===== config.mk =====
export PLATFORM = sky130hd
export DESIGN_NAME = bsr_banked_sfr
export DESIGN_NICKNAME = d
export VERILOG_FILES = /design/src/design/bsr_pkg.sv /design/src/design/bsr_flag_alu.sv /design/src/design/bsr_banked_sfr.sv
export SDC_FILE = /design/constraint.sdc
export NUM_CORES = 1
export LEC_CHECK = 0
export BUFFER_PORTS_ARGS = -buffer_cell sky130_fd_sc_hd__buf_2
export CORE_ASPECT_RATIO = 1.75
export CORE_MARGIN = 5
export CORE_UTILIZATION = 35
export CTS_BUF_LIST = sky130_fd_sc_hd__clkbuf_4
export DETAILED_ROUTE_END_ITERATION = 10
export SLEW_MARGIN = 20
export SYNTH_ARGS = -nofsm -noshare
export SYNTH_HDL_FRONTEND = slang
export SYNTH_SLANG_ARGS = --single-unit

===== constraint.sdc =====
create_clock -name clk_in -period 3.38 [get_ports clk_in]
set_clock_uncertainty 0.05 [all_clocks]
set_input_delay 0.338 -clock clk_in [delete_from_list [all_inputs] [get_ports clk_in]]
set_output_delay 0.338 -clock clk_in [all_outputs]
set_load 0.01 [all_outputs]

===== src/design/bsr_pkg.sv =====
// Package: constants and carrier types for the banked core register block
package bsr_pkg;

	// Register map offsets, banks 2 and 3
	localparam logic [8:0] ADDR_INDIRECT_B2 = 9'h100;
	localparam logic [8:0] ADDR_TIMER_B2    = 9'h101;
	localparam logic [8:0] ADDR_PCL_B2      = 9'h102;
	localparam logic [8:0] ADDR_STATUS_B2   = 9'h103;
	localparam logic [8:0] ADDR_FSR_B2      = 9'h104;
	localparam logic [8:0] ADDR_PORT_B_LATCH_B2    = 9'h106;
	localparam logic [8:0] ADDR_PC_UPPER_HOLDING_B2   = 9'h10a;
	localparam logic [8:0] ADDR_INTERRUPT_CONTROL_B2   = 9'h10b;
	localparam logic [8:0] ADDR_INDIRECT_B3 = 9'h180;
	localparam logic [8:0] ADDR_OPTION      = 9'h181;
	localparam logic [8:0] ADDR_PCL_B3      = 9'h182;
	localparam logic [8:0] ADDR_STATUS_B3   = 9'h183;
	localparam logic [8:0] ADDR_FSR_B3      = 9'h184;
	localparam logic [8:0] ADDR_PORT_B_DIRECTION       = 9'h186;
	localparam logic [8:0] ADDR_PC_UPPER_HOLDING_B3   = 9'h18a;
	localparam logic [8:0] ADDR_INTERRUPT_CONTROL_B3   = 9'h18b;

	// First general purpose location of a bank; below it only listed registers exist
	localparam logic [6:0] LOW_FIRST_GPR = 7'h10;

	// Locations absent on the smaller package (port D and E data and direction)
	localparam logic [8:0] ADDR_ABSENT_0 = 9'h008;
	localparam logic [8:0] ADDR_ABSENT_1 = 9'h009;
	localparam logic [8:0] ADDR_ABSENT_2 = 9'h088;
	localparam logic [8:0] ADDR_ABSENT_3 = 9'h089;

	// Status bit positions
	localparam int ST_IRP = 7;
	localparam int ST_RP1 = 6;
	localparam int ST_RP0 = 5;
	localparam int ST_TO  = 4;
	localparam int ST_PD  = 3;
	localparam int ST_Z   = 2;
	localparam int ST_DC  = 1;
	localparam int ST_C   = 0;

	// Widths
	localparam int PC_UPPER_HOLDING_W = 5;
	localparam int PC_W     = 13;
	localparam int JUMP_W   = 11;

	// Values after reset
	localparam logic [7:0]          STATUS_POR  = 8'h18;
	localparam logic [7:0]          OPTION_RST  = 8'hff;
	localparam logic [7:0]          PORT_B_DIRECTION_RST   = 8'hff;
	localparam logic [7:0]          INTERRUPT_CONTROL_RST  = 8'h00;
	localparam logic [7:0]          FSR_RST     = 8'h00;
	localparam logic [PC_UPPER_HOLDING_W-1:0] PC_UPPER_HOLDING_RST  = 5'h00;
	localparam logic [PC_W-1:0]     PC_RST      = 13'h0000;

	// Operation applied to operands before the write
	typedef enum logic [1:0] {
		ALU_PASS = 2'b00,
		ALU_ADD  = 2'b01,
		ALU_SUB  = 2'b11
	} bsr_alu_op_e;

	typedef struct packed {
		logic z;
		logic dc;
		logic c;
	} bsr_flags_s;

	// One instruction's register access from the core
	typedef struct packed {
		logic        valid;
		logic        rd;
		logic        wr;
		logic [6:0]  file_addr;
		bsr_alu_op_e op;
		logic [7:0]  a;
		logic [7:0]  b;
		bsr_flags_s  flag_en;
	} bsr_req_s;

	typedef struct packed {
		logic       valid;
		logic [7:0] rdata;
	} bsr_rsp_s;

	// Access passed on to memory outside this block
	typedef struct packed {
		logic       valid;
		logic       wr;
		logic [8:0] addr;
		logic [7:0] wdata;
	} bsr_ext_s;

	// Reset and power events from the reset and sleep logic
	typedef struct packed {
		logic master_clear;
		logic watchdog;
		logic sleep;
		logic wdt_clear;
	} bsr_event_s;

endpackage : bsr_pkg


===== src/design/bsr_flag_alu.sv =====
// Module: add, subtract or pass operands and derive zero, nibble carry and carry
`timescale 1ns/100ps
module bsr_flag_alu
	import bsr_pkg::*;
(
	input  wire bsr_alu_op_e op_in,
	input  wire logic [7:0]  a_in,
	input  wire logic [7:0]  b_in,
	output logic [7:0]       result_out,
	output bsr_flags_s       flags_out
);

	logic       is_sub;
	logic [7:0] b_eff;
	logic       cin;
	logic [8:0] sum;
	logic [4:0] nib;

	// Subtract as a plus the two's complement of b, so carry is an inverted borrow
	assign is_sub = (op_in == ALU_SUB);
	assign b_eff  = is_sub ? ~b_in : b_in;
	assign cin    = is_sub;
	assign sum    = {1'b0, a_in} + {1'b0, b_eff} + {8'h00, cin};
	assign nib    = {1'b0, a_in[3:0]} + {1'b0, b_eff[3:0]} + {4'h0, cin};

	// Pass hands b straight through; its carries are meaningless and forced to zero here
	assign result_out   = (op_in == ALU_PASS) ? b_in : sum[7:0];
	assign flags_out.z  = (result_out == 8'h00);
	assign flags_out.dc = (op_in != ALU_PASS) && nib[4];
	assign flags_out.c  = (op_in != ALU_PASS) && sum[8];

endmodule : bsr_flag_alu


===== src/design/bsr_banked_sfr.sv =====
// Module: banked core registers, status logic and program counter upper holding
`timescale 1ns/100ps
module bsr_banked_sfr
	import bsr_pkg::*;
(
	// Clock and power-up reset
	input  wire logic                clk_in,
	input  wire logic                rst_in,
	// Core access, reset-cause events and package strap
	input  wire bsr_pkg::bsr_req_s   req_in,
	input  wire bsr_pkg::bsr_event_s event_in,
	input  wire logic                small_package_in,
	// Program counter sequencing from the core
	input  wire logic                pc_inc_in,
	input  wire logic                pc_jump_in,
	input  wire logic [10:0]         pc_target_in,
	// Registered answers and register contents
	output bsr_pkg::bsr_rsp_s        rsp_out,
	output bsr_pkg::bsr_ext_s        ext_out,
	output logic [12:0]              pc_out,
	output logic [7:0]               status_out,
	output logic [7:0]               option_out,
	output logic [7:0]               port_b_direction_out,
	output logic [7:0]               interrupt_control_out
);

	// Register state
	logic [7:0]          status_q;
	logic [7:0]          status_d;
	logic [7:0]          fsr_q;
	logic [7:0]          interrupt_control_q;
	logic [7:0]          option_q;
	logic [7:0]          port_b_direction_q;
	logic [PC_UPPER_HOLDING_W-1:0] pc_upper_holding_q;
	logic [PC_W-1:0]     pc_q;
	logic [PC_W-1:0]     pc_d;
	logic                pkg_meta_q;
	logic                pkg_small_q;
	bsr_rsp_s            rsp_q;
	bsr_ext_s            ext_q;

	// Decode wires
	logic                soft_rst;
	logic                ind_sel;
	logic [8:0]          eff_addr;
	logic [6:0]          low7;
	logic                null_ind;
	logic                hit_pcl;
	logic                hit_status;
	logic                hit_fsr;
	logic                hit_pc_upper_holding;
	logic                hit_interrupt_control;
	logic                hit_option;
	logic                hit_port_b_direction;
	logic                local_hit;
	logic                unimpl;
	logic                absent;
	logic                ext_sel;
	logic                do_wr;
	logic [7:0]          rd_mux;
	logic [7:0]          wval;
	bsr_flags_s          alu_flags;
	bsr_flags_s          flag_upd;
	logic                flag_any;
	logic                hit_timer;
	logic                hit_port_b_latch;
	logic [3:0]          absent_hit;
	// Write qualifiers for status and the program counter path
	logic                st_bank_wr;
	logic                st_arith_wr;
	logic                pc_low_wr;
	logic                hold_wr;

	// Operand path shared by every write and by the flag update
	bsr_flag_alu u_alu (
		.op_in      (req_in.op),
		.a_in       (req_in.a),
		.b_in       (req_in.b),
		.result_out (wval),
		.flags_out  (alu_flags)
	);

	// Package strap comes from a pin, so it is synchronised before use
	// Until the second flop settles the full register map applies
	always_ff @(posedge clk_in) begin
		if (rst_in) begin
			pkg_meta_q  <= 1'b0;
			pkg_small_q <= 1'b0;
		end else begin
			pkg_meta_q  <= small_package_in;
			pkg_small_q <= pkg_meta_q;
		end
	end

	// Master clear and watchdog resets share the non-power-up values
	assign soft_rst = event_in.master_clear | event_in.watchdog;

	// Address formation: location 0 redirects through the pointer and indirect bank bit
	// Pointer addressing reaches all four banks through the indirect bank bit and pointer bit 7
	assign ind_sel  = (req_in.file_addr == ADDR_INDIRECT_B2[6:0]);
	assign eff_addr = ind_sel ? {status_q[ST_IRP], fsr_q}
	                          : {status_q[ST_RP1], status_q[ST_RP0], req_in.file_addr};
	assign low7     = eff_addr[6:0];
	// Indirect through the port itself has no register behind it
	assign null_ind = (low7 == ADDR_INDIRECT_B2[6:0]);

	// Globals ignore both bank bits, so every bank reaches the same flip-flops
	assign hit_pcl    = (low7 == ADDR_PCL_B2[6:0]);
	assign hit_status = (low7 == ADDR_STATUS_B2[6:0]);
	assign hit_fsr    = (low7 == ADDR_FSR_B2[6:0]);
	assign hit_pc_upper_holding = (low7 == ADDR_PC_UPPER_HOLDING_B2[6:0]);
	assign hit_interrupt_control = (low7 == ADDR_INTERRUPT_CONTROL_B2[6:0]);
	// Option and direction are shared by banks 1 and 3 only
	assign hit_option = eff_addr[7] && (low7 == ADDR_OPTION[6:0]);
	assign hit_port_b_direction  = eff_addr[7] && (low7 == ADDR_PORT_B_DIRECTION[6:0]);
	assign local_hit  = hit_pcl | hit_status | hit_fsr | hit_pc_upper_holding | hit_interrupt_control
	                  | hit_option | hit_port_b_direction;

	// Timer count and port latch live outside this block, and in banks 0 and 2 only
	assign hit_timer = !eff_addr[7] && (low7 == ADDR_TIMER_B2[6:0]);
	assign hit_port_b_latch = !eff_addr[7] && (low7 == ADDR_PORT_B_LATCH_B2[6:0]);

	// Banks 2 and 3 below the first RAM byte hold nothing else but, in bank 2, timer and port latch
	assign unimpl = eff_addr[8] && (low7 < LOW_FIRST_GPR) && !local_hit && !null_ind
	              && !hit_timer && !hit_port_b_latch;

	// Port D and E registers do not exist on the smaller package
	localparam logic [8:0] ABSENT_ADDR [4] = '{ADDR_ABSENT_0, ADDR_ABSENT_1,
	                                           ADDR_ABSENT_2, ADDR_ABSENT_3};

	// One comparator per missing location; the strap gates them all at once
	for (genvar g = 0; g < 4; g++) begin : g_absent
		assign absent_hit[g] = (eff_addr == ABSENT_ADDR[g]);
	end
	assign absent = pkg_small_q && (absent_hit != 4'h0);

	assign ext_sel = !local_hit && !unimpl && !absent && !null_ind;
	assign do_wr   = req_in.valid && req_in.wr && !soft_rst;

	// Writes that feed the program counter path
	assign pc_low_wr = do_wr && hit_pcl;
	assign hold_wr   = do_wr && hit_pc_upper_holding;

	// Read selection; anything not matched reads zero
	assign rd_mux = hit_pcl    ? pc_q[7:0] :
	                hit_status ? status_q :
	                hit_fsr    ? fsr_q :
	                hit_pc_upper_holding ? {3'h0, pc_upper_holding_q} :
	                hit_interrupt_control ? interrupt_control_q :
	                hit_option ? option_q :
	                hit_port_b_direction  ? port_b_direction_q : 8'h00;

	// Flags to load from the operation; an idle bus or a reset cycle leaves them alone
	assign flag_upd.z  = req_in.valid && req_in.flag_en.z && !soft_rst;
	assign flag_upd.dc = req_in.valid && req_in.flag_en.dc && !soft_rst;
	assign flag_upd.c  = req_in.valid && req_in.flag_en.c && !soft_rst;
	assign flag_any    = flag_upd.z | flag_upd.dc | flag_upd.c;

	// A flag-setting instruction owns all three flags, so its data byte never reaches them
	assign st_bank_wr  = do_wr && hit_status;
	assign st_arith_wr = st_bank_wr && !flag_any;

	// Status next value: data write, then flag override, then power events
	always_comb begin
		status_d = status_q;
		// Bank bits take the data byte like any other file register
		if (st_bank_wr) begin
			status_d[ST_IRP] = wval[ST_IRP];
			status_d[ST_RP1] = wval[ST_RP1];
			status_d[ST_RP0] = wval[ST_RP0];
		end
		// Timeout and power-down have no data path; flags only without a flag update
		if (st_arith_wr) begin
			status_d[ST_Z]  = wval[ST_Z];
			status_d[ST_DC] = wval[ST_DC];
			status_d[ST_C]  = wval[ST_C];
		end
		// Result flags replace the data byte, so clearing status sets Z and keeps DC and C
		if (flag_upd.z) begin
			status_d[ST_Z] = alu_flags.z;
		end
		if (flag_upd.dc) begin
			status_d[ST_DC] = alu_flags.dc;
		end
		if (flag_upd.c) begin
			status_d[ST_C] = alu_flags.c;
		end
		// Sleep and watchdog clear logic move the power flags; a watchdog reset also drops timeout below
		if (event_in.sleep) begin
			status_d[ST_TO] = 1'b1;
			status_d[ST_PD] = 1'b0;
		end else if (event_in.wdt_clear) begin
			status_d[ST_TO] = 1'b1;
			status_d[ST_PD] = 1'b1;
		end
		// Non-power-up reset clears banks and keeps arithmetic flags
		if (soft_rst) begin
			status_d[ST_IRP] = 1'b0;
			status_d[ST_RP1] = 1'b0;
			status_d[ST_RP0] = 1'b0;
			// Only a watchdog reset drops timeout; master clear leaves both power flags
			if (event_in.watchdog) begin
				status_d[ST_TO] = 1'b0;
			end
		end
	end

	// Status register; arithmetic flags get a defined zero rather than unknown
	// Software must not rely on that zero, since the flags are undefined at power-up
	always_ff @(posedge clk_in) begin
		if (rst_in) begin
			status_q <= STATUS_POR;
		end else begin
			status_q <= status_d;
		end
	end

	// Program counter: a low byte write pulls the upper bits from the holding register
	always_comb begin
		pc_d = pc_q;
		if (soft_rst) begin
			// A reset cause restarts at the vector and beats any instruction
			pc_d = PC_RST;
		end else if (pc_low_wr) begin
			// All five holding bits go above the written low byte
			pc_d = {pc_upper_holding_q, wval};
		end else if (pc_jump_in) begin
			// Only two holding bits sit above the eleven-bit jump target
			pc_d = {pc_upper_holding_q[4:3], pc_target_in};
		end else if (pc_inc_in) begin
			pc_d = pc_q + 13'h0001;
		end
	end

	// Program counter flop; only power-up reset acts here, other causes come through pc_d
	always_ff @(posedge clk_in) begin
		if (rst_in) begin
			pc_q <= PC_RST;
		end else begin
			pc_q <= pc_d;
		end
	end

	// Holding register keeps only five bits; the rest read as zero
	always_ff @(posedge clk_in) begin
		if (rst_in || soft_rst) begin
			pc_upper_holding_q <= PC_UPPER_HOLDING_RST;
		end else if (hold_wr) begin
			pc_upper_holding_q <= wval[PC_UPPER_HOLDING_W-1:0];
		end
	end

	// Pointer survives every reset but power-up
	// Zero at power-up keeps the first indirect access from reading unknown data
	always_ff @(posedge clk_in) begin
		if (rst_in) begin
			fsr_q <= FSR_RST;
		end else if (do_wr && hit_fsr) begin
			fsr_q <= wval;
		end
	end

	// Interrupt control; the port-change flag is kept over non-power-up resets
	// That flag is set by port logic elsewhere, so a reset cause must not erase it
	always_ff @(posedge clk_in) begin
		if (rst_in) begin
			interrupt_control_q <= INTERRUPT_CONTROL_RST;
		end else if (soft_rst) begin
			interrupt_control_q <= {INTERRUPT_CONTROL_RST[7:1], interrupt_control_q[0]};
		end else if (do_wr && hit_interrupt_control) begin
			interrupt_control_q <= wval;
		end
	end

	// Timer options return to all ones on any reset
	always_ff @(posedge clk_in) begin
		if (rst_in || soft_rst) begin
			option_q <= OPTION_RST;
		end else if (do_wr && hit_option) begin
			option_q <= wval;
		end
	end

	// Port B direction also returns to all ones, leaving every pin an input
	always_ff @(posedge clk_in) begin
		if (rst_in || soft_rst) begin
			port_b_direction_q <= PORT_B_DIRECTION_RST;
		end else if (do_wr && hit_port_b_direction) begin
			port_b_direction_q <= wval;
		end
	end

	// Read answer one cycle after the request, zero for foreign locations
	// Data moves every cycle; only the valid bit says that it answers a read
	always_ff @(posedge clk_in) begin
		if (rst_in) begin
			rsp_q <= '0;
		end else begin
			rsp_q.valid <= req_in.valid && req_in.rd && !soft_rst;
			rsp_q.rdata <= rd_mux;
		end
	end

	// Foreign accesses go out registered, with the bank-resolved address
	// Address and data follow the bus every cycle; the receiver must qualify with valid
	always_ff @(posedge clk_in) begin
		if (rst_in) begin
			ext_q <= '0;
		end else begin
			ext_q.valid <= req_in.valid && (req_in.rd || req_in.wr) && ext_sel && !soft_rst;
			ext_q.wr    <= req_in.wr;
			ext_q.addr  <= eff_addr;
			ext_q.wdata <= wval;
		end
	end

	// Every output is a flop, so no decode path reaches a pin
	assign rsp_out    = rsp_q;
	assign ext_out    = ext_q;
	assign pc_out     = pc_q;
	assign status_out = status_q;
	assign option_out = option_q;
	assign port_b_direction_out  = port_b_direction_q;
	assign interrupt_control_out = interrupt_control_q;

endmodule : bsr_banked_sfr


==> flow_summary.json, run 1 <==
{
  "ys_seq_elements": 88,
  "nets": 733,
  "power_density_nw_per_um2": 368,
  "pin_count": 124,
  "fp.dieH_um": 162,
  "fin_crit_ps": 2750,
  "yosysTopAreaCell": "dfxtp_1",
  "cts_tree": "built",
  "dpl_cell_area_um2": 5450,
  "layout_setup_ws_ps": 632,
  "yosys.area_share.simple_pct": 23.7,
  "clk_pin_slew_ps": 140,
  "timing.final.crit_share_pct": 81.3,
  "ctsHoldBuffers": 0,
  "grt_overflow": 0,
  "drv_slew": 0,
  "routedWlPerCell_um": 19.2,
  "syn_area_per_cell_um2": 8.33,
  "power_leakage_nw": 2.34,
  "setup_tns_ps": 0,
  "crit_chain": "buf_2 > nand2_1 > buf_4 > xnor2_1 > ha_1 > o21ai_1 > o21bai_1 > nor4b_1 > a211o_1 > or4_1 > or4_1 > a211oi_2",
  "drive_gt1_share_pct": 26.8,
  "postRouteAntennaNets": 0,
  "maxSlewHeadroom_pct": 30.4,
  "cts_resized": 0,
  "die-area_um2": 15600,
  "ys_seq_area_share_pct": 38.3,
  "synth_top_family_by_area": "simple AND/OR/NAND/NOR gates",
  "status": "finished, final reports clean",
  "vias": 4579,
  "synthToLayoutAreaGrowth_pct": 21.1,
  "cp_common_cell": "or4_1",
  "synthDistinctLibCells": 62,
  "cpMaxStageDelayCell": "or4_1",
  "grt_usage_pct": 20.2,
  "viasPerCell": 5.39,
  "critical_path.top_delay_family": "simple AND/OR/NAND/NOR gates",
  "grt_max_degree": 29,
  "tightestPinTransition_ps": 1030,
  "synth_adder_area_share_pct": 2.61,
  "end_kind": "flop",
  "fin_util_pct": 43.1,
  "htree_levels": 3,
  "hold_class": "in2reg",
  "yosys-top-cells-count": "88 x dfxtp_1, 74 x nor2_1, 72 x nand2_1",
  "synth-compound-area-share_pct": 22.4,
  "hold_viol_final": 0,
  "row_count": 55,
  "cp_data_required_time_ps": 3720,
  "drt_wl_total_mm": 16.3,
  "ir_drop_mv": 0.133,
  "cp_max_fo": 5,
  "hpwl_mm": 13.1,
  "portBuffers": 123,
  "cp_num_buf_inv": 2,
  "die_w_um": 96.7,
  "cts_setup_buffers": 0,
  "remaining_drc_errors": 0,
  "synthArstFlopShare_pct": 0,
  "core-area_um2": 12900,
  "slowest_delay_ps": 490,
  "post-place-ws_ps": 139,
  "fin_hold_ws_ps": 23.5,
  "yosys.area.top_type_share_pct": 38.3,
  "synth.area.top_cells": "dfxtp_1 38%, nor2_1 6.0%, nand2_1 5.9%, mux2i_1 5.0%, a211oi_1 3.9%",
  "final_area_um2": 5570,
  "drt-initial-drc-count": 255,
  "synth_cells": 552,
  "cp.arrival_ps": 3090,
  "setup_viol": 0,
  "rsz0062_at_grt": "no",
  "grt_pass1_vias": 4618,
  "antenna_found_initial": 1,
  "grt_pass1_wl_mm": 25.0,
  "clockRootBuffer": "clkbuf_4",
  "cts_buffers": 9,
  "start_util_pct": 35.6,
  "clk_latency_ps": 460,
  "synth-xor-area-share_pct": 4.38,
  "critPathKind": "in2reg",
  "syn_nets": 612,
  "synthFlopType": "dfxtp_1",
  "cap_violations": 0,
  "synth_edf_count": 0,
  "startpoint_type": "input pin",
  "gp_congestion": 0.949,
  "clk_path_buf_depth": 2,
  "synth.mux.area_fraction_pct": 5.25,
  "dr.pass1.iters": 9,
  "netlist_area_um2": 4600,
  "synth-warning-count": 0,
  "numClockSinks": 88,
  "max_freq_mhz": 364,
  "yosysMostFrequentCell": "dfxtp_1"
}
metrics by stage:
stage | power, mW | instances
2_1_floorplan | 1.34 | 552
3_3_place_gp | 1.54 | 833
3_5_place_dp | 1.54 | 833
4_1_cts | 2.07 | 849
5_1_grt | 2.15 | 850
6_report | 2.05 | 850
state kept, by name, summed over array words and instances (netlist names):
register,count
interrupt_control_out,8
option_out,8
port_b_direction_out,8
pkg_meta_q,1
fsr_q,8
status_out,8
pkg_small_q,1
rsp_out,9
ext_out,19
pc_out,13
pc_upper_holding_q,5
worst register-to-register path: cells and delay by family (launching register included):
kind                   cells  cell delay, ps
buffers and inverters      1             240
AND/OR/NAND/NOR            5            1370
flip-flops                 1             400
AO/OA/AOI/OAI              2             500
cell families after synthesis:
| logic type | after synthesis |
|---|---|
| AOI/OAI and AO/OA | 144 |
| adders and majority gates | 9 |
| buffers and inverters | 39 |
| DFF | 88 |
| xor gates and xnor gates | 23 |
| muxes | 24 |
| and+or+nand+nor | 225 |
cell type report:
type | count | area [µm²]
Fill cell | 1442 | 7360
Clock inverter | 6 | 43.8
Clock buffer | 10 | 75.1
Inverter | 6 | 22.5
Timing Repair Buffer | 143 | 766
Sequential cell | 88 | 1760
Antenna cell | 1 | 2.50
Multi-Input combinational cell | 425 | 2690
Tap cell | 171 | 214
report_power, final:
| group | internal (mW) | switching (mW) | total [mW] | leakage [nW] |
|---|---|---|---|---|
| clock network | 0.160 | 0.374 | 0.534 | 0.0567 |
| logic | 0.167 | 0.276 | 0.443 | 1.57 |
| registers | 1.06 | 0.0119 | 1.08 | 0.716 |
| total | 1.39 | 0.662 | 2.05 | 2.34 |
placed cells by master (no fill, tap or decap), drive strengths merged, types with 3 or more instances in the layout:
master    count
a21oi        28
clkbuf       10
nor3b         6
nor3         10
a211oi       28
or4           3
nand2        72
o21a          3
o21bai        3
nand3        14
and3          6
clkinvlp      3
ha            8
buf         143
xnor2        12
nor4b         3
and2          4
a222oi        8
a21o          6
or3           4
or2           9
a22oi         5
a31oi         5
nor2b         5
mux2i        23
a22o          9
o21ai        23
dfxtp        88
o211ai       10
xor2         11
nand4         6
nor4          3
inv           7
nand2b        4
nor2         74
per-layer routing:
metal / global-route usage [%] / vias to the layer above / part of all wire (%)
met3: 4.00 / 46 / 4.6
met2: 39.2 / 144 / 55
li1: - / 2234 / -
met5: 0 / - / 0
met4: 10.1 / 0 / 4.2
met1: 20.2 / 2155 / 36
final timing paths:
check | startpoint | endpoint | slack (ps) | cells after the start
setup reg to reg | fsr_q[2] | option_out[0] | 710 | 8
hold / removal | small_package_in | pkg_meta_q | 20 | 2
hold reg to reg | pkg_meta_q | pkg_small_q | 420 | 1
setup / recovery | req_in[20] | status_out[2] | 630 | 12
No activity file was read; power rests on OpenSTA's default activity.
==> run 2, diff against run 1 <==
- clock period: 3.38 -> 2.7 ns (I/O delays scaled with it)
==> flow_summary.json, run 2 (synthesis gave the netlist of run 1 again) <==
{
  "status": "finished, final reports clean",
  "cts_tree": "built",
  "critical_path.top_delay_family": "simple AND/OR/NAND/NOR gates",
  "remaining_drc_errors": 0,
  "startpoint_type": "flop",
  "clk_path_buf_depth": 2,
  "drt_wl_total_mm": 16.2,
  "cap_violations": 0,
  "vias": 4753,
  "post-place-ws_ps": -278,
  "maxSlewHeadroom_pct": 40.1,
  "portBuffers": 123,
  "die-area_um2": 15600,
  "power_density_nw_per_um2": 457,
  "drv_slew": 0,
  "cp_num_buf_inv": 1,
  "timing.final.crit_share_pct": 94.7,
  "critPathKind": "reg2reg",
  "clockRootBuffer": "clkbuf_4",
  "slowest_delay_ps": 410,
  "setup_viol": 0,
  "max_freq_mhz": 391,
  "start_util_pct": 35.6,
  "hold_class": "in2reg",
  "grt_usage_pct": 20.0,
  "htree_levels": 3,
  "viasPerCell": 5.33,
  "row_count": 55,
  "cp.arrival_ps": 2830,
  "gp_congestion": 0.949,
  "grt_max_degree": 47,
  "grt_overflow": 0,
  "power_leakage_nw": 2.57,
  "cts_buffers": 9,
  "dr.pass1.iters": 8,
  "antenna_found_initial": 1,
  "cpMaxStageDelayCell": "nor4_1",
  "setup_tns_ps": 0,
  "crit_chain": "nor4_1 > nor2b_1 > nand3_1 > a2111oi_2 > buf_4 > nand2_1 > nand2_1 > o211ai_1",
  "rsz0062_at_grt": "no",
  "die_w_um": 96.7,
  "layout_setup_ws_ps": 143,
  "fin_crit_ps": 2560,
  "hold_depth": 3,
  "clk_latency_ps": 450,
  "largest_register_ffs": 19,
  "crit_cells": 8,
  "clk_pin_slew_ps": 140,
  "grt_pass1_vias": 4790,
  "pin_count": 124,
  "drive_gt1_share_pct": 30.7,
  "hpwl_mm": 13.2,
  "nets": 775,
  "fp.dieH_um": 162,
  "synthToLayoutAreaGrowth_pct": 29.1,
  "cts_setup_buffers": 0,
  "final_common_cell": "buf_2",
  "core-area_um2": 12900,
  "routedWlPerCell_um": 18.2,
  "cp_max_fo": 14,
  "cp_common_cell": "nand2_1",
  "end_kind": "flop",
  "grt_pass1_wl_mm": 25.0,
  "ir_drop_mv": 0.206,
  "layout_common_cells": "123 x buf_2, 88 x dfxtp_1, 74 x nor2_1",
  "numClockSinks": 88,
  "tightestPinTransition_ps": 899,
  "reg2reg_depth": 8,
  "hold_viol_final": 0,
  "cp_data_required_time_ps": 2970,
  "drt-initial-drc-count": 230,
  "postRouteAntennaNets": 0
}
==> run 2: cell type report <==
class                      instances  area, µm²
fill                            1372       7000
multi-input combinational        425       2710
sequential                        88       1760
timing repair buffer             185       1100
tap                              171        214
clock buffer                      10       75.1
clock inverter                     5       57.6
inverter                           6       22.5
antenna                            1       2.50
==> run 2: report_power, final <==
| group | internal [mW] | total, mW | leakage [nW] | switching, mW |
|---|---|---|---|---|
| clock | 0.288 | 0.734 | 0.0665 | 0.446 |
| sequential | 1.33 | 1.35 | 0.716 | 0.0153 |
| combinational | 0.281 | 0.633 | 1.78 | 0.352 |
==> run 2: metal layers <==
layer	track usage [%]	routed length, µm	vias to the layer above
met1	19.3	5800	2231
met2	39.9	8970	160
met5	0	0	-
met4	8.63	594	0
li1	-	-	2326
met3	4.47	828	36
==> run 2: per-stage QoR <==
stage               power [mW]  instances  hold slack (ps)  utilization [%]  instance area (µm²)
global placement          2.00        869              375             44.4                 5740
floorplan                 1.68        552              322                -                 4620
detailed placement        2.01        869              386             44.4                 5740
finish                    2.71        891             28.9             45.9                 5940
CTS                       2.74        889             5.54             45.8                 5930
global route              2.85        891             5.06             45.9                 5940
==> run 2: timing repair <==
item                                   CTS  global route
hold buffers                             5             1
endpoints found under the hold margin    4             1
gates resized for setup                  0             0
==> run 2: worst paths after layout <==
path / from / to / slack, ps
min reg2reg: pkg_meta_q / pkg_small_q / 430
max reg2reg: fsr_q[2] / option_out[1] / 140
min: req_in[1] / status_out[1] / 30
max: fsr_q[2] / option_out[1] / 140
==> run 2: worst min-delay path: cells and delay by family <==
kind / cells / cell delay (ps)
buffers and inverters: 1 / 110
AND/OR/NAND/NOR: 1 / 50
AO/OA/AOI/OAI: 1 / 60
